[src/common/bphc_pkg.sv]
package bphc_pkg;

    // ==========================================================
    // Clock
    // ==========================================================
    localparam int CLK_PERIOD_NS = 5;

    // ==========================================================
    // Three-level strap encoding
    // ==========================================================
    typedef enum logic [1:0] {
        TRI_LOW  = 2'h0,
        TRI_HIGH = 2'h1,
        TRI_OPEN = 2'h2
    } bphc_tri_type;

    // ==========================================================
    // Switching frequency
    // ==========================================================
    localparam logic [1:0] SWITCHING_RATE_SELECT_CODE_400 = 2'h0;
    localparam logic [1:0] SWITCHING_RATE_SELECT_CODE_565 = 2'h1;
    localparam logic [1:0] SWITCHING_RATE_SELECT_CODE_790 = 2'h2;
    localparam int SWITCHING_RATE_SELECT_400_KHZ = 400;
    localparam int SWITCHING_RATE_SELECT_565_KHZ = 565;
    localparam int SWITCHING_RATE_SELECT_790_KHZ = 790;
    localparam int PERIOD_W     = 10;
    localparam logic [PERIOD_W-1:0] PERIOD_400 =
        PERIOD_W'(1_000_000 / (SWITCHING_RATE_SELECT_400_KHZ * CLK_PERIOD_NS));
    localparam logic [PERIOD_W-1:0] PERIOD_565 =
        PERIOD_W'(1_000_000 / (SWITCHING_RATE_SELECT_565_KHZ * CLK_PERIOD_NS));
    localparam logic [PERIOD_W-1:0] PERIOD_790 =
        PERIOD_W'(1_000_000 / (SWITCHING_RATE_SELECT_790_KHZ * CLK_PERIOD_NS));

    // ==========================================================
    // Valley current limit level
    // ==========================================================
    localparam logic [1:0] VALLEY_LIMIT_SELECT_CODE_4A6 = 2'h0;
    localparam logic [1:0] VALLEY_LIMIT_SELECT_CODE_6A2 = 2'h1;
    localparam logic [1:0] VALLEY_LIMIT_SELECT_CODE_6A8 = 2'h2;

    // ==========================================================
    // Output voltage setpoints, reference in millivolts
    // ==========================================================
    localparam int REF_W = 12;
    localparam logic [3:0] VOUT_CODE_3V3 = 4'h0;
    localparam logic [3:0] VOUT_CODE_2V5 = 4'h1;
    localparam logic [3:0] VOUT_CODE_1V8 = 4'h2;
    localparam logic [3:0] VOUT_CODE_1V5 = 4'h3;
    localparam logic [3:0] VOUT_CODE_1V2 = 4'h4;
    localparam logic [3:0] VOUT_CODE_1V0 = 4'h5;
    localparam logic [3:0] VOUT_CODE_0V9 = 4'h6;
    localparam logic [3:0] VOUT_CODE_0V8 = 4'h7;
    localparam logic [3:0] VOUT_CODE_0V7 = 4'h8;
    localparam logic [REF_W-1:0] VOUT_MV_3V3 = 12'hce4;
    localparam logic [REF_W-1:0] VOUT_MV_2V5 = 12'h9c4;
    localparam logic [REF_W-1:0] VOUT_MV_1V8 = 12'h708;
    localparam logic [REF_W-1:0] VOUT_MV_1V5 = 12'h5dc;
    localparam logic [REF_W-1:0] VOUT_MV_1V2 = 12'h4b0;
    localparam logic [REF_W-1:0] VOUT_MV_1V0 = 12'h3e8;
    localparam logic [REF_W-1:0] VOUT_MV_0V9 = 12'h384;
    localparam logic [REF_W-1:0] VOUT_MV_0V8 = 12'h320;
    localparam logic [REF_W-1:0] VOUT_MV_0V7 = 12'h2bc;

    // ==========================================================
    // Timing
    // ==========================================================
    localparam int BLANK_NS = 108;
    localparam int BLANK_W  = 5;
    localparam logic [BLANK_W-1:0] BLANK_CYCLES =
        BLANK_W'((BLANK_NS + CLK_PERIOD_NS - 1) / CLK_PERIOD_NS);
    localparam int SS_RATE_UV_PER_MS = 450000;
    localparam int REF_LSB_UV        = 1000;
    localparam int SS_STEP_CYCLES_DEFAULT =
        (REF_LSB_UV * 1_000_000) / (SS_RATE_UV_PER_MS * CLK_PERIOD_NS);
    localparam int STEP_W            = 16;
    localparam int HICCUP_SS_MULT    = 3;
    localparam int WAIT_W            = 14;

    // ==========================================================
    // Fault counter
    // ==========================================================
    localparam logic [3:0] FAULT_MIN = 4'h0;
    localparam logic [3:0] FAULT_MAX = 4'hf;

    // ==========================================================
    // Sequencer states, Gray along the start-up path
    // ==========================================================
    typedef enum logic [2:0] {
        ST_OFF     = 3'h0,
        ST_LATCH   = 3'h1,
        ST_SOFT    = 3'h3,
        ST_RUN     = 3'h2,
        ST_HICCUP  = 3'h6,
        ST_THERMAL = 3'h7
    } bphc_state_type;

endpackage

[src/hdl/bphc_sync.sv]
`timescale 1ns/1ps
module bphc_sync #(
    parameter int WIDTH = 1
) (
    // Clock and reset
    input  wire logic             clk_sys,
    input  wire logic             rst_n,
    // Data
    input  wire logic [WIDTH-1:0] async_in,
    output logic      [WIDTH-1:0] sync_out
);

    logic [WIDTH-1:0] meta_q;

    always_ff @(posedge clk_sys or negedge rst_n) begin
        if (!rst_n) begin
            meta_q   <= '0;
            sync_out <= '0;
        end else begin
            meta_q   <= async_in;
            sync_out <= meta_q;
        end
    end

endmodule

[src/hdl/bphc_top.sv]
`timescale 1ns/1ps
module bphc_top
    import bphc_pkg::*;
#(
    parameter int SS_STEP_CYCLES = SS_STEP_CYCLES_DEFAULT
) (
    // Clock and reset
    input  wire logic             clk_sys,
    input  wire logic             rst_n,
    // Strap comparators: pin above high level, pin below low level
    input  wire logic             switching_rate_select_above,
    input  wire logic             switching_rate_select_below,
    input  wire logic             vout_code_low_above,
    input  wire logic             vout_code_low_below,
    input  wire logic             vout_code_high_above,
    input  wire logic             vout_code_high_below,
    input  wire logic             valley_limit_select_above,
    input  wire logic             valley_limit_select_below,
    // Enable comparators
    input  wire logic             enable_delay_input_supply,
    input  wire logic             enable_delay_input_deliver,
    // Analog flags
    input  wire logic             valley_limit_flag,
    input  wire logic             high_side_limit_flag,
    input  wire logic             over_temp_flag,
    input  wire logic             modulator_on_request,
    input  wire logic             reverse_current_flag,
    // Power stage
    output logic                  high_side_on_q,
    output logic                  low_side_on_q,
    output logic                  stage_tristate_q,
    output logic                  ldo_enable_q,
    // Reference and decoded settings
    output logic      [REF_W-1:0] reference_mv_q,
    output logic      [1:0]       switching_rate_code_q,
    output logic      [3:0]       vout_setpoint_code_q,
    output logic      [1:0]       valley_limit_code_q,
    // Status
    output logic      [3:0]       fault_count_q,
    output logic                  soft_start_active_q,
    output logic                  hiccup_active_q,
    output logic                  thermal_shutdown_q
);

    // ==========================================================
    // Functions
    // ==========================================================
    function automatic bphc_tri_type tri_decode(input logic above,
                                                input logic below);
        if (above) begin
            return TRI_HIGH;
        end else if (below) begin
            return TRI_LOW;
        end else begin
            return TRI_OPEN;
        end
    endfunction

    function automatic logic [3:0] vout_decode(input bphc_tri_type hi,
                                               input bphc_tri_type lo);
        logic [3:0] code;
        code = VOUT_CODE_0V7;
        case ({hi, lo})
            {TRI_LOW,  TRI_LOW}:  code = VOUT_CODE_3V3;
            {TRI_LOW,  TRI_HIGH}: code = VOUT_CODE_2V5;
            {TRI_HIGH, TRI_LOW}:  code = VOUT_CODE_1V8;
            {TRI_HIGH, TRI_HIGH}: code = VOUT_CODE_1V5;
            {TRI_LOW,  TRI_OPEN}: code = VOUT_CODE_1V2;
            {TRI_OPEN, TRI_LOW}:  code = VOUT_CODE_1V0;
            {TRI_HIGH, TRI_OPEN}: code = VOUT_CODE_0V9;
            {TRI_OPEN, TRI_HIGH}: code = VOUT_CODE_0V8;
            default:              code = VOUT_CODE_0V7;
        endcase
        return code;
    endfunction

    function automatic logic [REF_W-1:0] vout_mv(input logic [3:0] code);
        logic [REF_W-1:0] mv;
        mv = VOUT_MV_0V7;
        case (code)
            VOUT_CODE_3V3: mv = VOUT_MV_3V3;
            VOUT_CODE_2V5: mv = VOUT_MV_2V5;
            VOUT_CODE_1V8: mv = VOUT_MV_1V8;
            VOUT_CODE_1V5: mv = VOUT_MV_1V5;
            VOUT_CODE_1V2: mv = VOUT_MV_1V2;
            VOUT_CODE_1V0: mv = VOUT_MV_1V0;
            VOUT_CODE_0V9: mv = VOUT_MV_0V9;
            VOUT_CODE_0V8: mv = VOUT_MV_0V8;
            default:       mv = VOUT_MV_0V7;
        endcase
        return mv;
    endfunction

    function automatic logic [PERIOD_W-1:0] period_of(
        input logic [1:0] code);
        logic [PERIOD_W-1:0] p;
        p = PERIOD_400;
        case (code)
            SWITCHING_RATE_SELECT_CODE_565: p = PERIOD_565;
            SWITCHING_RATE_SELECT_CODE_790: p = PERIOD_790;
            default:       p = PERIOD_400;
        endcase
        return p;
    endfunction

    // ==========================================================
    // Input synchronisation
    // ==========================================================
    localparam int SYNC_W = 15;

    logic [SYNC_W-1:0] sync_vec;
    logic              s_switching_rate_select_above;
    logic              s_switching_rate_select_below;
    logic              s_vlo_above;
    logic              s_vlo_below;
    logic              s_vhi_above;
    logic              s_vhi_below;
    logic              s_valley_limit_select_above;
    logic              s_valley_limit_select_below;
    logic              s_en_supply;
    logic              s_en_deliver;
    logic              s_valley;
    logic              s_hs_limit;
    logic              s_hot;
    logic              s_on_req;
    logic              s_reverse;

    bphc_sync #(
        .WIDTH (SYNC_W)
    ) u_sync (
        .clk_sys  (clk_sys),
        .rst_n    (rst_n),
        .async_in ({switching_rate_select_above,
                    switching_rate_select_below,
                    vout_code_low_above, vout_code_low_below,
                    vout_code_high_above, vout_code_high_below,
                    valley_limit_select_above,
                    valley_limit_select_below,
                    enable_delay_input_supply,
                    enable_delay_input_deliver,
                    valley_limit_flag, high_side_limit_flag,
                    over_temp_flag, modulator_on_request,
                    reverse_current_flag}),
        .sync_out (sync_vec)
    );

    assign {s_switching_rate_select_above, s_switching_rate_select_below, s_vlo_above, s_vlo_below,
            s_vhi_above, s_vhi_below, s_valley_limit_select_above, s_valley_limit_select_below,
            s_en_supply, s_en_deliver, s_valley, s_hs_limit,
            s_hot, s_on_req, s_reverse} = sync_vec;

    // ==========================================================
    // Sequencer
    // ==========================================================
    bphc_state_type      state_q;
    logic [REF_W-1:0]    target_mv;
    logic [WAIT_W-1:0]   wait_cnt_q;
    logic [WAIT_W-1:0]   wait_limit;
    logic [STEP_W-1:0]   step_cnt_q;
    logic                step_tick;
    logic                deliver_ok;
    logic                switching;
    logic [PERIOD_W-1:0] cyc_cnt_q;
    logic                cyc_tick;
    logic                valley_seen_q;
    logic                hs_done_q;
    logic [BLANK_W-1:0]  blank_cnt_q;
    logic                ls_block_q;
    logic                hs_on_d;

    assign target_mv  = vout_mv(vout_setpoint_code_q);
    assign wait_limit = WAIT_W'(target_mv) * WAIT_W'(HICCUP_SS_MULT);
    assign step_tick  = (step_cnt_q == STEP_W'(SS_STEP_CYCLES - 1));
    assign deliver_ok = s_en_supply && s_en_deliver;
    assign switching  = (state_q == ST_SOFT) || (state_q == ST_RUN);
    assign cyc_tick   = switching &&
                        (cyc_cnt_q == period_of(switching_rate_code_q)
                                      - PERIOD_W'(1));

    always_ff @(posedge clk_sys or negedge rst_n) begin
        if (!rst_n) begin
            state_q <= ST_OFF;
        end else if (!deliver_ok && state_q != ST_OFF) begin
            state_q <= ST_OFF;
        end else if (s_hot && state_q != ST_OFF) begin
            state_q <= ST_THERMAL;
        end else begin
            case (state_q)
                ST_OFF: begin
                    if (deliver_ok) begin
                        state_q <= ST_LATCH;
                    end
                end
                ST_LATCH: begin
                    state_q <= ST_SOFT;
                end
                ST_SOFT: begin
                    if (fault_count_q == FAULT_MAX) begin
                        state_q <= ST_HICCUP;
                    end else if (reference_mv_q >= target_mv) begin
                        state_q <= ST_RUN;
                    end
                end
                ST_RUN: begin
                    if (fault_count_q == FAULT_MAX) begin
                        state_q <= ST_HICCUP;
                    end
                end
                ST_HICCUP: begin
                    if (step_tick && wait_cnt_q >= wait_limit) begin
                        state_q <= ST_SOFT;
                    end
                end
                ST_THERMAL: begin
                    state_q <= ST_SOFT;
                end
                default: begin
                    state_q <= ST_OFF;
                end
            endcase
        end
    end

    // Strap capture happens only in the single latch cycle
    always_ff @(posedge clk_sys or negedge rst_n) begin
        if (!rst_n) begin
            switching_rate_code_q <= SWITCHING_RATE_SELECT_CODE_400;
            vout_setpoint_code_q  <= VOUT_CODE_0V7;
            valley_limit_code_q   <= VALLEY_LIMIT_SELECT_CODE_6A8;
        end else if (state_q == ST_LATCH) begin
            case (tri_decode(s_switching_rate_select_above, s_switching_rate_select_below))
                TRI_LOW:  switching_rate_code_q <= SWITCHING_RATE_SELECT_CODE_565;
                TRI_HIGH: switching_rate_code_q <= SWITCHING_RATE_SELECT_CODE_790;
                default:  switching_rate_code_q <= SWITCHING_RATE_SELECT_CODE_400;
            endcase
            vout_setpoint_code_q <=
                vout_decode(tri_decode(s_vhi_above, s_vhi_below),
                            tri_decode(s_vlo_above, s_vlo_below));
            case (tri_decode(s_valley_limit_select_above, s_valley_limit_select_below))
                TRI_LOW:  valley_limit_code_q <= VALLEY_LIMIT_SELECT_CODE_4A6;
                TRI_HIGH: valley_limit_code_q <= VALLEY_LIMIT_SELECT_CODE_6A2;
                default:  valley_limit_code_q <= VALLEY_LIMIT_SELECT_CODE_6A8;
            endcase
        end
    end

    // ==========================================================
    // Soft-start ramp and hiccup wait
    // ==========================================================
    always_ff @(posedge clk_sys or negedge rst_n) begin
        if (!rst_n) begin
            step_cnt_q <= '0;
        end else if (state_q != ST_SOFT && state_q != ST_HICCUP) begin
            step_cnt_q <= '0;
        end else if (step_tick) begin
            step_cnt_q <= '0;
        end else begin
            step_cnt_q <= step_cnt_q + STEP_W'(1);
        end
    end

    always_ff @(posedge clk_sys or negedge rst_n) begin
        if (!rst_n) begin
            reference_mv_q <= '0;
        end else if (state_q == ST_SOFT) begin
            if (step_tick && reference_mv_q < target_mv) begin
                reference_mv_q <= reference_mv_q + REF_W'(1);
            end
        end else if (state_q != ST_RUN) begin
            reference_mv_q <= '0;
        end
    end

    // One wait step per reference step, three full ramps in all
    always_ff @(posedge clk_sys or negedge rst_n) begin
        if (!rst_n) begin
            wait_cnt_q <= '0;
        end else if (state_q != ST_HICCUP) begin
            wait_cnt_q <= '0;
        end else if (step_tick && wait_cnt_q < wait_limit) begin
            wait_cnt_q <= wait_cnt_q + WAIT_W'(1);
        end
    end

    // ==========================================================
    // Switching cycle and fault counter
    // ==========================================================
    always_ff @(posedge clk_sys or negedge rst_n) begin
        if (!rst_n) begin
            cyc_cnt_q <= '0;
        end else if (!switching || cyc_tick) begin
            cyc_cnt_q <= '0;
        end else begin
            cyc_cnt_q <= cyc_cnt_q + PERIOD_W'(1);
        end
    end

    // A flag arriving in the tick cycle still counts for that cycle
    always_ff @(posedge clk_sys or negedge rst_n) begin
        if (!rst_n) begin
            valley_seen_q <= 1'b0;
        end else if (!switching || cyc_tick) begin
            valley_seen_q <= 1'b0;
        end else if (s_valley) begin
            valley_seen_q <= 1'b1;
        end
    end

    always_ff @(posedge clk_sys or negedge rst_n) begin
        if (!rst_n) begin
            fault_count_q <= FAULT_MIN;
        end else if (!switching) begin
            fault_count_q <= FAULT_MIN;
        end else if (cyc_tick) begin
            if (valley_seen_q || s_valley) begin
                if (fault_count_q != FAULT_MAX) begin
                    fault_count_q <= fault_count_q + 4'h1;
                end
            end else if (fault_count_q != FAULT_MIN) begin
                fault_count_q <= fault_count_q - 4'h1;
            end
        end
    end

    // ==========================================================
    // Gate drive
    // ==========================================================
    always_comb begin
        hs_on_d = high_side_on_q;
        if (!switching || cyc_tick) begin
            hs_on_d = 1'b0;
        end else if (high_side_on_q) begin
            if (s_hs_limit && blank_cnt_q == BLANK_CYCLES) begin
                hs_on_d = 1'b0;
            end
        end else if (!hs_done_q && s_on_req && !s_valley) begin
            hs_on_d = 1'b1;
        end
    end

    // One turn-on per cycle; a request never served is skipped
    always_ff @(posedge clk_sys or negedge rst_n) begin
        if (!rst_n) begin
            hs_done_q <= 1'b0;
        end else if (!switching || cyc_tick) begin
            hs_done_q <= 1'b0;
        end else if (hs_on_d) begin
            hs_done_q <= 1'b1;
        end
    end

    always_ff @(posedge clk_sys or negedge rst_n) begin
        if (!rst_n) begin
            blank_cnt_q <= '0;
        end else if (!high_side_on_q) begin
            blank_cnt_q <= '0;
        end else if (blank_cnt_q != BLANK_CYCLES) begin
            blank_cnt_q <= blank_cnt_q + BLANK_W'(1);
        end
    end

    // Diode emulation during the ramp keeps a pre-charged output
    always_ff @(posedge clk_sys or negedge rst_n) begin
        if (!rst_n) begin
            ls_block_q <= 1'b0;
        end else if (state_q != ST_SOFT || cyc_tick) begin
            ls_block_q <= 1'b0;
        end else if (s_reverse) begin
            ls_block_q <= 1'b1;
        end
    end

    always_ff @(posedge clk_sys or negedge rst_n) begin
        if (!rst_n) begin
            high_side_on_q   <= 1'b0;
            low_side_on_q    <= 1'b0;
            stage_tristate_q <= 1'b1;
        end else begin
            high_side_on_q   <= hs_on_d;
            low_side_on_q    <= switching && !hs_on_d &&
                                !ls_block_q && !(state_q == ST_SOFT &&
                                                 s_reverse);
            stage_tristate_q <= !switching;
        end
    end

    // ==========================================================
    // Status
    // ==========================================================
    always_ff @(posedge clk_sys or negedge rst_n) begin
        if (!rst_n) begin
            ldo_enable_q        <= 1'b0;
            soft_start_active_q <= 1'b0;
            hiccup_active_q     <= 1'b0;
            thermal_shutdown_q  <= 1'b0;
        end else begin
            ldo_enable_q        <= s_en_supply;
            soft_start_active_q <= (state_q == ST_SOFT);
            hiccup_active_q     <= (state_q == ST_HICCUP);
            thermal_shutdown_q  <= (state_q == ST_THERMAL);
        end
    end

endmodule

[config.mk]
export PLATFORM = sky130hd
export DESIGN_NAME = bphc_top
export DESIGN_NICKNAME = d
export VERILOG_FILES = /design/src/common/bphc_pkg.sv /design/src/hdl/bphc_sync.sv /design/src/hdl/bphc_top.sv
export SDC_FILE = /design/constraint.sdc
export NUM_CORES = 1
export LEC_CHECK = 0
export BUFFER_PORTS_ARGS = -buffer_cell sky130_fd_sc_hd__buf_2
export CAP_MARGIN = 25
export CORE_UTILIZATION = 55
export CTS_CLUSTER_DIAMETER = 40
export DETAILED_ROUTE_END_ITERATION = 8
export HOLD_SLACK_MARGIN = 0.03
export PLACE_DENSITY = 0.79
export SKIP_LAST_GASP = 1
export SYNTH_ARGS = -nofsm -noshare
export SYNTH_HDL_FRONTEND = slang
export SYNTH_SLANG_ARGS = --single-unit
[constraint.sdc]
create_clock -name clk_sys -period 6.5 [get_ports clk_sys]
set_clock_uncertainty 0.2 [all_clocks]
set_input_delay 1.3 -clock clk_sys [delete_from_list [all_inputs] [get_ports clk_sys]]
set_output_delay 1.3 -clock clk_sys [all_outputs]
set_load 0.05 [all_outputs]
# Word-level counts from Yosys, hierarchy flattened
# Memories as Yosys holds them, arrays and structs flattened. A register that Yosys moved wholly into a read port is not among the register bits.
# Cells that the tools add are included.
totals:
  register_bits: 108
  rom_bits: 144
  in_bits: 17
  out_inout_bits: 31
  wordCells: 153
  mem_count: 2
mem_list:
  columns: ["name", "depth", "width", "rd", "rd_ports_with_merged_regs", "wr", "line_no", "text"]
  rows:
  - ["(no name shown)", 8, 10, 1, 0, 0, "bphc_top.sv:80", "case (code)"]
  - ["(no name shown)", 16, 4, 1, 1, 0, "bphc_top.sv:63", "case ({hi, lo})"]
classes:
  addsub: 8
  multipliers: 1
  order_cmp: 4
  n_eq_ne: 27
  mux: 49
  n_reduce_logical: 41
ops:
  columns: ["op", "count"]
  rows:
  - ["two-way mux 12 bit", 4]
  - ["two-way mux 16 bit", 2]
  - ["two-way mux 14 bit", 2]
  - ["two-way mux 2 bit", 12]
  - ["two-way mux 3 bit", 7]
  - ["two-way mux 4 bit", 5]
  - ["one-hot mux 9 bit (2 select lines)", 1]
  - ["adder 16 x 1 -> 16 bit, second input constant", 1]
  - ["== test 16 x 9 -> 1 bit, second input constant", 1]
  - ["logical AND 1 bit", 15]
  - ["one-hot mux 3 bit (5 select lines)", 1]
  - ["adder 14 x 1 -> 14 bit, second input constant", 1]
  - [">= comparator 14 bit", 1]
  - ["< comparator 14 bit", 1]
  - ["multiplier 12 x 2 -> 14 bit, second input constant", 1]
  - ["adder 12 x 1 -> 12 bit, second input constant", 1]
  - [">= comparator 12 bit", 1]
  - ["< comparator 12 bit", 1]
  - ["inequality test 4 bit, second input constant", 3]
  - ["adder 10 x 1 -> 10 bit, second input constant", 1]
  - ["== test 10 bit", 1]
  - ["two-way mux 1 bit", 10]
  - ["two-way mux 10 bit", 1]
  - ["two-way mux 5 bit", 2]
  - ["30 further kinds", 54]

# Depth between registers and ports, before layout
# Gate-level depths: netlist of run 1.
depth:
  depth_word: 11
  depth_mapped: 19
  mapped_depth_nobuf: 17

# Modules after synthesis
# Synthesis of run 1 repeated with hierarchy kept, for this count alone.
unflattened:
  hier_cells: 596
  area_unflattened_um2: 5888.1
modules_own_cells:
  columns: ["module", "n_inst", "cells_per_inst", "area_per_inst_um2", "seq_area_each_um2"]
  rows:
  - ["bphc_top", 1, 566, 5137.4, 2055.7]
  - ["bphc_sync", 1, 30, 750.7, 750.7]

# Least setup slack after synthesis of run 1
# Ideal clock, no wire load.
synth_path:
  path_type: "register -> register"
  from: "register vout_setpoint_code_q[1]"
  to: "register wait_cnt_q[10]"
  setup_time_ns: 0.140
  t_arrival_ns: 4.507
  required_time_ns: 6.160
  path_slack_ns: 1.653
  path_stages_with_launch: 20
  path_buffers: 2
  synth_period_minus_slack_ns: 4.847
  cell_sequence: "dfrtp_1 -> clkbuf_1 -> nor2b_1 -> xnor2_1 -> or2_2 -> ha_1 -> fa_1 -> a21o_1 -> a21oi_1 -> o21ai_0 -> o41a_1 -> xor2_1 -> ha_1 -> nand4_1 -> inv_1 -> a22oi_1 -> nand2_1 -> clkbuf_1 -> o311ai_0 -> o41ai_1"
synth_via:
  elab_chain_cells: 6
synth_lines:
  columns: ["element", "line_no", "text"]
  rows:
  - ["start, declared", "bphc_top.sv:36", "output logic [3:0] vout_setpoint_code_q,"]
  - ["memory (8 x 10 bit)", null, null]
  - ["two-way mux 12 bit", "bphc_top.sv:80", null]
  - ["multiplier 12 x 2 -> 14 bit", "bphc_top.sv:172", "assign wait_limit = WAIT_W'(target_mv) * WAIT_W'(HICCUP_SS_MULT);"]
  - ["< comparator 14 bit", "bphc_top.sv:280", "end else if (step_tick && wait_cnt_q < wait_limit) begin"]
  - ["logical AND 1 bit", "bphc_top.sv:280", null]
  - ["nonzero test 2 bit (no source line)", null, null]
  - ["end signal, assigned", "bphc_top.sv:281", "wait_cnt_q <= wait_cnt_q + WAIT_W'(1);"]
  - ["end, declared", "bphc_top.sv:157", "logic [WAIT_W-1:0] wait_cnt_q;"]
# Every way passes these cells.
# A chain may end at the register's enable or synchronous reset.

# Worst setup path in the final report of run 1
layout_path:
  from: "register vout_setpoint_code_q[1]"
  to: "register wait_cnt_q[4]"
# Same word-level chain as after synthesis.

==> key figures, run 1 <==
Yosys
  – Area leader, netlist: dfrtp_1
  – Library cells used by synthesis: 56
  – Top post-synthesis cells by count: dfrtp_1 (109), nand2_1 (63), nor2_1 (62), ha_1 (45), inv_1 (35)
  – Async S/R FF share, synth: 100%
  – Post-Synthesis Cells: 608
  – Synth Register Bits: about 110
  – Yosys top cell area share: between 40% and 50%
  – Syn_area_per_cell: between 9 and 10 um2
  – Net count after synthesis: about 670
  – Top-count cell post-synth: dfrtp_1
  – Seq/Total Area, Yosys: 47.1%
  – Top FF cell, synth: dfrtp_1
  – EDFF count, synth: 0
  – Syn Std Cell Area: 5950 um2
  – Total number of yosys warnings: 0
  – Synth area leaders: dfrtp_1 (46%), ha_1 (9.5%), nand2_1 (4.0%), nor2_1 (3.9%), xnor2_1 (2.8%)

Cells and area
  – Area taken by multi-input logic gates: 2950 um2
  – Nets: 716
  – Storage cell area: 2810 um2
  – Area grow syn2layout: 9.23%
  – Share of layout cells above drive strength 1: about 12%
  – Ant. Diodes: 0
  – Filler cell count: 872
  – Final instance area: approximately 6500 um2

Drt
  – Via/cell ratio: 5.88
  – Final WL: 12.4 mm
  – Via Count: 4662
  – Routed WL per cell: 15.7 um
  – DR pass1 iterations: 5
  – 1st-iter DRT viols: 297
  – Antenna viol nets, final: 0
  – Post-route DRC: 0

Pwr
  – Leak: 3.08 nW
  – PwrDens: 241 nW/um2
  – Max VDD drop: 0.000246 V

Placement
  – Pre-CTS setup slack: roughly 1600 ps
  – Placer Congestion: approximately 0.85
  – Area after DPL: 6310 um2
  – HPWL after DPL: 9.06 mm
  – Number of port buffers: 47

Timing
  – Fin crit share: 76.7%
  – Fin. max-slew vios: 0
  – F_max: 201 MHz
  – Worst Setup Slack, final: 1520 ps
  – Setup TNS: 0 ps
  – Endpoints failing setup: 0
  – Relative slew slack: 40.8%
  – Minimum clock period: 4980 ps
  – Tightest Pin Transition: 888 ps
  – Setup repair after global routing missed its margin: false
  – Final hold violation count: 0

GRT
  – Vias in the first global route: approximately 4700
  – GRT overflow: 0
  – Largest net degree at the start of global routing: 73
  – First-pass GRT wire length: 21.3 mm
  – Tot GR Track Use: 23.8%
  – Initial antenna violation count: 0

Clock network
  – Total CTS buffers: 9
  – Clk slew on worst S/H paths: 120 ps
  – CTS H-tree lvls: 3
  – Root Driver: clkbuf_8
  – Maximum buffer depth of the clock tree: 2
  – Num Clock Sinks: 112
  – CTS tree: built
  – Cts repair resizes: 0
  – Clk_lat worst skew: 400 ps
  – Setup bufs post-CTS: 0
  – # hold bufs at CTS: 0

Status
  – Status: finished clean

Floorplanning
  – Initial Utilization: 57.2%
  – DIE AREA: ~11000 um2
  – Core Area: 10400 um2
  – Die Ht: 106 um
  – Top Ports: 48
  – Die Width: 106 um
  – Placement row count: 37

Worst hold path
  – Min-delay worst type: reg -> reg

Setup path
  – CP Launch Type: flip-flop
  – CP arrival: between 5000 and 6000 ps
  – Critical path peak fanout: 12
  – CP max-delay cell: or4_1
  – Crit Path Class: reg -> reg
  – Crit-path max cell delay: 550 ps
  – Crit-path cells: nor2b_1, xnor2_1, or2_2, ha_1, fa_1, a21o_1, a21oi_1, o21ai_0, o41a_1, a21oi_1, ha_1, nand4_1, inv_1, a22oi_1, nand2_1, or4_1, nand2_1
  – Critical Path Sink Type: flip-flop
  – Worst Path Required: 6650 ps
  – Crit path buffers/inverters: 1
  – CP top delay family: simple AND/OR/NAND/NOR gates

Run
  – Max-cap viol count: 0
stage by stage:
stage	hold WS [ps]	std cells	utilization (%)	total power, mW
after floorplan	131	608	-	1.07
after global placement	132	776	60.6	1.14
after detailed placement	135	776	60.6	1.17
after CTS	158	792	62.4	1.57
after global routing	163	793	62.4	1.66
final	157	793	62.4	1.56
sequential cells by signal (all words and copies together), names as in the netlist, 2 cells and up:
name and cells:
step_cnt_q 16, u_sync.meta_q 15, u_sync.sync_out 15, wait_cnt_q 14, reference_mv_q 12, cyc_cnt_q 10
blank_cnt_q 5, fault_count_q 4, vout_setpoint_code_q 4, state_q 3, switching_rate_code_q 2, valley_limit_code_q 2
final cells by class:
type / count / area share (%)
Timing Repair Buffer: 49 / 3.89
Inverter: 36 / 2.08
Multi-Input combinational cell: 444 / 45.4
Clock buffer: 9 / 1.90
Tap cell: 136 / 2.62
Sequential cell: 112 / 43.2
Clock inverter: 7 / 0.981
final timing paths:
path | cells after the start | slack (ps) | endpoint | startpoint
max in group asynchronous | 2 | 4160 | vout_setpoint_code_q[2]$_DFFE_PN0N_ | rst_n
worst max-delay path | 17 | 1520 | wait_cnt_q[4]$_DFFE_PN0P_ | vout_setpoint_code_q[1]$_DFFE_PN0N_
worst min-delay path | 0 | 160 | u_sync.sync_out[9]$_DFF_PN0_ | u_sync.meta_q[9]$_DFF_PN0_
worst min register to register | 0 | 160 | u_sync.sync_out[9]$_DFF_PN0_ | u_sync.meta_q[9]$_DFF_PN0_
min in group asynchronous | 1 | 650 | u_sync.meta_q[5]$_DFF_PN0_ | rst_n
worst max register to register | 17 | 1520 | wait_cnt_q[4]$_DFFE_PN0P_ | vout_setpoint_code_q[1]$_DFFE_PN0N_
worst reg2reg max path: cells and delay by family (launching register included):
family          cells  cell delay, ps
compound gates      6            1530
xor+xnor            1              80
fa+ha+maj           3             920
buf+inv             1              50
flops               1             520
simple gates        6            1660
routing by layer:
layer	routed length, um	vias to the layer above	part of all wire (%)	GRT usage, %
met3	554	20	4.5	4.66
met2	6190	122	50	40.3
li1	-	2230	-	-
met5	0	-	0	0
met4	252	0	2.0	10.2
met1	5420	2290	44	29.8
report_power, final:
group | internal [mW] | switching [mW] | leakage, nW
Sequential | 0.718 | 0.0219 | 1.47
Clock | 0.147 | 0.255 | 0.0899
Combinational | 0.164 | 0.258 | 1.52
layout by cell type (no fill, tap or decap), types with 13 or more instances in the layout:
master   count
and3_1      13
nand2_1     63
buf_2       46
a21oi_1     32
o21ai_0     23
nand3_1     23
nor2_1      62
xnor2_1     19
or3_1       15
dfrtp_1    109
inv_1       35
nor3_1      13
xor2_1      16
ha_1        45
kinds of logic (layout without fill, tap and decap cells):
family	count (synthesis)	in the layout	share of synthesized area (%)
simple gates	252	252	22.2
flops	112	112	47.1
compound gates	103	103	10.8
buf+inv	52	101	3.30
fa+ha+maj	47	47	10.1
xor+xnor	35	35	5.15
mux	7	7	1.22
(Power assumes the default switching activity.)
==> run 2, diff against run 1 <==
Clock period 6.5 ns to 5.2 ns, I/O delays scaled along.
==> run 2 against run 1 <==
Compared with the run above:
- worst setup slack lost 1200 ps
- global-route usage grew 0.60 points
- clock power grew 25%
- critical path type unchanged
- largest power group unchanged
==> key figures, run 2 (synthesis gave the netlist of run 1 again) <==
Placement
  – Placer Congestion: 0.834
  – Placed insts: 776
  – Pre-CTS setup slack: between 300 and 400 ps
  – HPWL after DPL: 9.11 mm
  – Number of port buffers: 47

Timing
  – Minimum clock period: between 4000 and 5000 ps
  – Fin crit share: 94.6%
  – F_max: 203 MHz
  – Final hold violation count: 0
  – Worst Setup Slack, final: 283 ps
  – Relative slew slack: 42.3%
  – Tightest Pin Transition: 864 ps
  – Endpoints failing setup: 0
  – Setup repair after global routing missed its margin: true
  – Fin. max-slew vios: 0

Clock network
  – CTS tree: built
  – # hold bufs at CTS: 0
  – CTS H-tree lvls: 3
  – Clk_lat worst skew: 390 ps
  – Num Clock Sinks: 112
  – Total CTS buffers: 9
  – Clk slew on worst S/H paths: approximately 110 ps
  – Root Driver: clkbuf_8
  – Maximum buffer depth of the clock tree: 2

Floorplanning
  – Initial Utilization: 57.2%
  – Core Area: 10400 um2
  – Die Ht: ~110 um
  – DIE AREA: 11200 um2
  – Die Width: around 110 um
  – Placement row count: 37
  – Top Ports: 48

Setup path
  – Crit Path Class: reg -> reg
  – Critical Path Sink Type: flip-flop
  – WP depth: 17
  – FF-to-FF path depth: 17
  – CP Launch Type: flip-flop
  – CP max-delay cell: dfrtp_1
  – Critical path peak fanout: 12
  – CP top delay family: compound AO/OA/AOI/OAI gates
  – Crit path buffers/inverters: 1
  – FF-to-FF End: wait_cnt_q[10]$_DFFE_PN0P_
  – Crit-path cells: nor2b_1, xnor2_1, or2_2, ha_1, fa_1, a21o_1, a21oi_1, o21ai_0, o41a_1, xor2_1, ha_1, nand4_1, inv_1, a22oi_1, nand2_2, o311ai_0, o41ai_1
  – Most used cell, CP: ha_1
  – Worst Path Required: 5260 ps
  – CP arrival: 4980 ps
  – RR Startpoint: vout_setpoint_code_q[1]$_DFFE_PN0N_
  – R2r setup slk: 280 ps
  – Crit-path max cell delay: 530 ps

Pwr
  – Leak: 3.10 nW
  – Max VDD drop: 0.000269 V
  – Final total power: 1.95 mW
  – PwrDens: 298 nW/um2

GRT
  – Largest net degree at the start of global routing: 79
  – Initial antenna violation count: 0
  – Vias in the first global route: 4654
  – Tot GR Track Use: 24.4%
  – GRT overflow: 0
  – First-pass GRT wire length: 21.7 mm

Drt
  – Final WL: 12.5 mm
  – DR pass1 iterations: 5
  – Post-route DRC: 0
  – Via Count: 4577
  – 1st-iter DRT viols: 258
  – Via/cell ratio: ~5.8
  – Antenna viol nets, final: 0
  – Routed WL per cell: 15.7 um

Cells and area
  – Most frequent cells in the layout: dfrtp_1 (109), nand2_1 (62), nor2_1 (62), buf_2 (46), ha_1 (45)
  – Post-layout util: 62.8%
  – Nets: 718
  – Most common cell after layout, fill and taps aside: dfrtp_1
  – Area grow syn2layout: 9.90%
  – Top reg by flops: step_cnt_q
  – Ant. Diodes: 0
  – Top Registers: step_cnt_q x16, u_sync.meta_q x15, u_sync.sync_out x15
  – Largest register FFs: 16
  – Filler cell count: 878
  – Share of layout cells above drive strength 1: between 10% and 20%
  – Final std cells w/o fill: 795

Worst hold path
  – Min-delay worst type: reg -> reg
  – Min-Delay Startpoint: u_sync.meta_q[7]$_DFF_PN0_
  – Hold Crit Depth: 0
  – Worst hold endpoint: u_sync.sync_out[7]$_DFF_PN0_

Status
  – Status: finished clean

Run
  – Max-cap viol count: 0
run 2: worst max-delay path by stage:
stage / end / from
after floorplan: wait_cnt_q[10]$_DFFE_PN0P_ / vout_setpoint_code_q[1]$_DFFE_PN0N_
after global placement: wait_cnt_q[4]$_DFFE_PN0P_ / vout_setpoint_code_q[1]$_DFFE_PN0N_
after detailed placement: wait_cnt_q[4]$_DFFE_PN0P_ / vout_setpoint_code_q[1]$_DFFE_PN0N_
after CTS: wait_cnt_q[4]$_DFFE_PN0P_ / vout_setpoint_code_q[1]$_DFFE_PN0N_
after global routing: wait_cnt_q[10]$_DFFE_PN0P_ / vout_setpoint_code_q[1]$_DFFE_PN0N_
final: wait_cnt_q[10]$_DFFE_PN0P_ / vout_setpoint_code_q[1]$_DFFE_PN0N_
run 2: repair_timing:
item                       4_1_cts  5_1_grt
gates resized for setup          0        2
setup endpoints to repair        0        9
buffers inserted                 0        1
run 2: layout make-up:
type / instances / area, um2 / area share (%)
inverters: 36 / 135 / 2.07
clock inverters: 5 / 38.8 / 0.593
multi-input cells: 444 / 2950 / 45.1
flip-flops and latches: 112 / 2810 / 42.9
repair buffers: 51 / 288 / 4.40
well taps: 136 / 170 / 2.60
clock buffers: 11 / 151 / 2.31
run 2: layer usage:
layer / share of wire, % / GRT usage (%) / vias up
met4: 1.5 / 6.55 / 0
met5: 0 / 0 / -
met1: 44 / 31.5 / 2216
met2: 49 / 40.9 / 118
met3: 4.8 / 6.32 / 17
li1: - / - / 2226
run 2: metrics by stage:
| stage | cell area [um2] | hold WS, ps | TNS [ps] |
|---|---|---|---|
| floorplan | 5950 | 131 | 0 |
| global placement | 6310 | 132 | 0 |
| detailed placement | 6310 | 135 | 0 |
| CTS | 6500 | 160 | 0 |
| global route | 6540 | 171 | -66.8 |
| finish | 6540 | 152 | 0 |
run 2: power by group:
part / switching (mW) / internal (mW) / total, mW / leakage [nW]
registers: 0.0274 / 0.897 / 0.924 / 1.47
clock network: 0.300 / 0.204 / 0.504 / 0.0963
logic: 0.319 / 0.205 / 0.524 / 1.53
==> run 3, diff against run 2 <==
Settings changed: CORE_ASPECT_RATIO set to 1.75.
==> run 3 against run 2 <==
Compared with the run above:
- clock power increased by 34%
- critical path depth unchanged
- wire length increased by 5.6%
- die area increased by 0.14%
- register-to-register slack got worse by 40 ps
- power increased by 9.6%
- non-clock buffer count increased by 2
- sequential power about the same
- first-iteration DRC count increased by 10%
- hold slack got worse by 8.6 ps
- largest cell class unchanged
==> key figures, run 3 (synthesis gave the netlist of run 1 again) <==
Setup path
  – CP Launch Type: flip-flop
  – Crit-path cells: nor2b_1, xnor2_1, or2_2, ha_1, fa_1, a21o_1, a21oi_1, o21ai_0, o41a_1, a21oi_1, ha_1, nand4_1, inv_1, a22oi_1, nand2_2, or4_1, nand2_1
  – Crit Path Class: reg -> reg
  – Crit-path max cell delay: 530 ps
  – CP top delay family: simple AND/OR/NAND/NOR gates
  – Crit path buffers/inverters: 1
  – CP max-delay cell: dfrtp_1
  – Critical Path Sink Type: flip-flop
  – Critical path peak fanout: 12
  – CP arrival: approximately 5100 ps
  – Worst Path Required: about 5300 ps

GRT
  – GRT overflow: 0
  – Vias in the first global route: 4706
  – Grt met1 use: a little over a quarter
  – Initial antenna violation count: 0
  – Largest net degree at the start of global routing: 79
  – Grt met3 use: 5.11%
  – Met2 GRT Util: 44.0%
  – First-pass GRT wire length: 21.8 mm
  – Tot GR Track Use: 25.3%
  – Global route hottest layer: met2

Drt
  – Post-route DRC: 0
  – Routed WL per cell: 16.8 um
  – Via/cell ratio: 6.03
  – 1st-iter DRT viols: ~290
  – Via Count: between 4000 and 5000
  – Antenna viol nets, final: 0
  – Final WL: 13.2 mm
  – DR pass1 iterations: 5

Pwr
  – Comb power frac: 25.2%
  – Switching Share: a little under a third
  – Reg power frac: 43.2%
  – PwrDens: 322 nW/um2
  – Internal: 1.48 mW
  – Switching pwr: 662 uW
  – Leak: 3.15 nW
  – Power share of the clock group: 31.6%
  – Final total power: 2.14 mW
  – Max VDD drop: 0.000224 V

Worst hold path
  – Min-delay worst type: reg -> reg

Clock network
  – CTS H-tree lvls: 3
  – Root Driver: clkbuf_16
  – CTS tree: built
  – # hold bufs at CTS: 0
  – Clk_lat worst skew: 350 ps
  – Total CTS buffers: 9
  – Maximum buffer depth of the clock tree: 2
  – Num Clock Sinks: 112
  – Clk slew on worst S/H paths: 70 ps

Floorplanning
  – Top Ports: 48
  – Core Area: about 10000 um2
  – Initial Utilization: 57.1%
  – Die Width: 80.6 um
  – Placement row count: 49
  – DIE AREA: 11300 um2
  – Die Ht: approximately 140 um

Cells and area
  – Filler cell count: 831
  – Area grow syn2layout: 11.5%
  – Final std cells w/o fill: 787
  – Top reg by flops: step_cnt_q
  – Largest register FFs: 16
  – Ant. Diodes: 0
  – Top Registers: step_cnt_q x16, u_sync.meta_q x15, u_sync.sync_out x15
  – Final instance area: roughly 6600 um2
  – Share of layout cells above drive strength 1: 12.1%
  – Nets: 720
  – Most frequent cells in the layout: dfrtp_1 (109), nand2_1 (62), nor2_1 (62), buf_2 (46), ha_1 (45)
  – Most common cell after layout, fill and taps aside: dfrtp_1

Timing
  – Fin. max-slew vios: 0
  – Setup repair after global routing missed its margin: true
  – Fin crit share: 95.4%
  – Final hold violation count: 0
  – Endpoints failing setup: 0
  – F_max: 202 MHz
  – Minimum clock period: 4960 ps
  – Worst Setup Slack, final: 240 ps
  – Tightest Pin Transition: slightly below 700 ps
  – Relative slew slack: 54.7%

Run
  – Max-cap viol count: 0

Placement
  – Placer Congestion: 0.886
  – Pre-CTS setup slack: 277 ps
  – Placed insts: 770
  – Number of port buffers: 47
  – HPWL after DPL: between 9 and 10 mm
  – Area after DPL: 6320 um2

Status
  – Status: finished clean
-- run 3: what timing repair did --
| item | CTS | global route |
|---|---|---|
| setup endpoints to repair | 0 | 9 |
| resized for setup | 0 | 2 |
| setup buffers | 0 | 1 |
-- run 3: final timing paths --
path | startpoint | end | slack, ps | depth (start not counted)
worst min register to register | u_sync.meta_q[11]$_DFF_PN0_ | u_sync.sync_out[11]$_DFF_PN0_ | 140 | 0
worst max-delay path | vout_setpoint_code_q[1]$_DFFE_PN0N_ | wait_cnt_q[4]$_DFFE_PN0P_ | 240 | 17
min in group asynchronous | rst_n | thermal_shutdown_q$_DFF_PN0_ | 290 | 1
worst max register to register | vout_setpoint_code_q[1]$_DFFE_PN0N_ | wait_cnt_q[4]$_DFFE_PN0P_ | 240 | 17
worst min-delay path | u_sync.meta_q[11]$_DFF_PN0_ | u_sync.sync_out[11]$_DFF_PN0_ | 140 | 0
max in group asynchronous | rst_n | step_cnt_q[11]$_DFF_PN0_ | 3470 | 3
-- run 3: final cells by class --
type | count | area [um2] | area share [%]
Multi-Input combinational cell | 444 | 2950 | 44.5
Sequential cell | 112 | 2810 | 42.3
Timing Repair Buffer | 53 | 303 | 4.56
Clock buffer | 12 | 236 | 3.56
Tap cell | 127 | 159 | 2.39
Inverter | 36 | 135 | 2.04
Clock inverter | 3 | 43.8 | 0.660
-- run 3: layer usage --
metal | vias to the layer above | part of all wire [%]
met5 | - | 0
met2 | 143 | 53
met3 | 47 | 3.7
li1 | 2238 | -
met1 | 2320 | 38
met4 | 0 | 5.1
-- run 3: per-stage QoR --
step	utilization, %	TNS [ps]	hold WS (ps)
2_1_floorplan	-	0	131
3_3_place_gp	60.6	0	132
3_5_place_dp	60.6	0	135
4_1_cts	63.3	0	149
5_1_grt	63.7	-9.24	155
6_report	63.7	0	143
-- run 3: power groups by stage --
stage	clock [mW]	combinational (mW)	sequential [mW]
floorplan	0	0.363	0.969
global placement	0	0.507	0.938
detailed placement	0	0.529	0.940
CTS	0.681	0.536	0.924
global route	0.725	0.607	0.928
finish	0.677	0.539	0.924
-- run 3: worst register-to-register path: stages, from the launching register on --
cell     delay (ps)
dfrtp_1         530
nor2b_1         240
xnor2_1          90
or2_2           320
ha_1            220
fa_1            410
a21o_1          180
a21oi_1         220
o21ai_0         170
o41a_1          370
a21oi_1         180
ha_1            270
nand4_1         130
inv_1            50
a22oi_1         430
nand2_2         270
or4_1           530
nand2_1          80
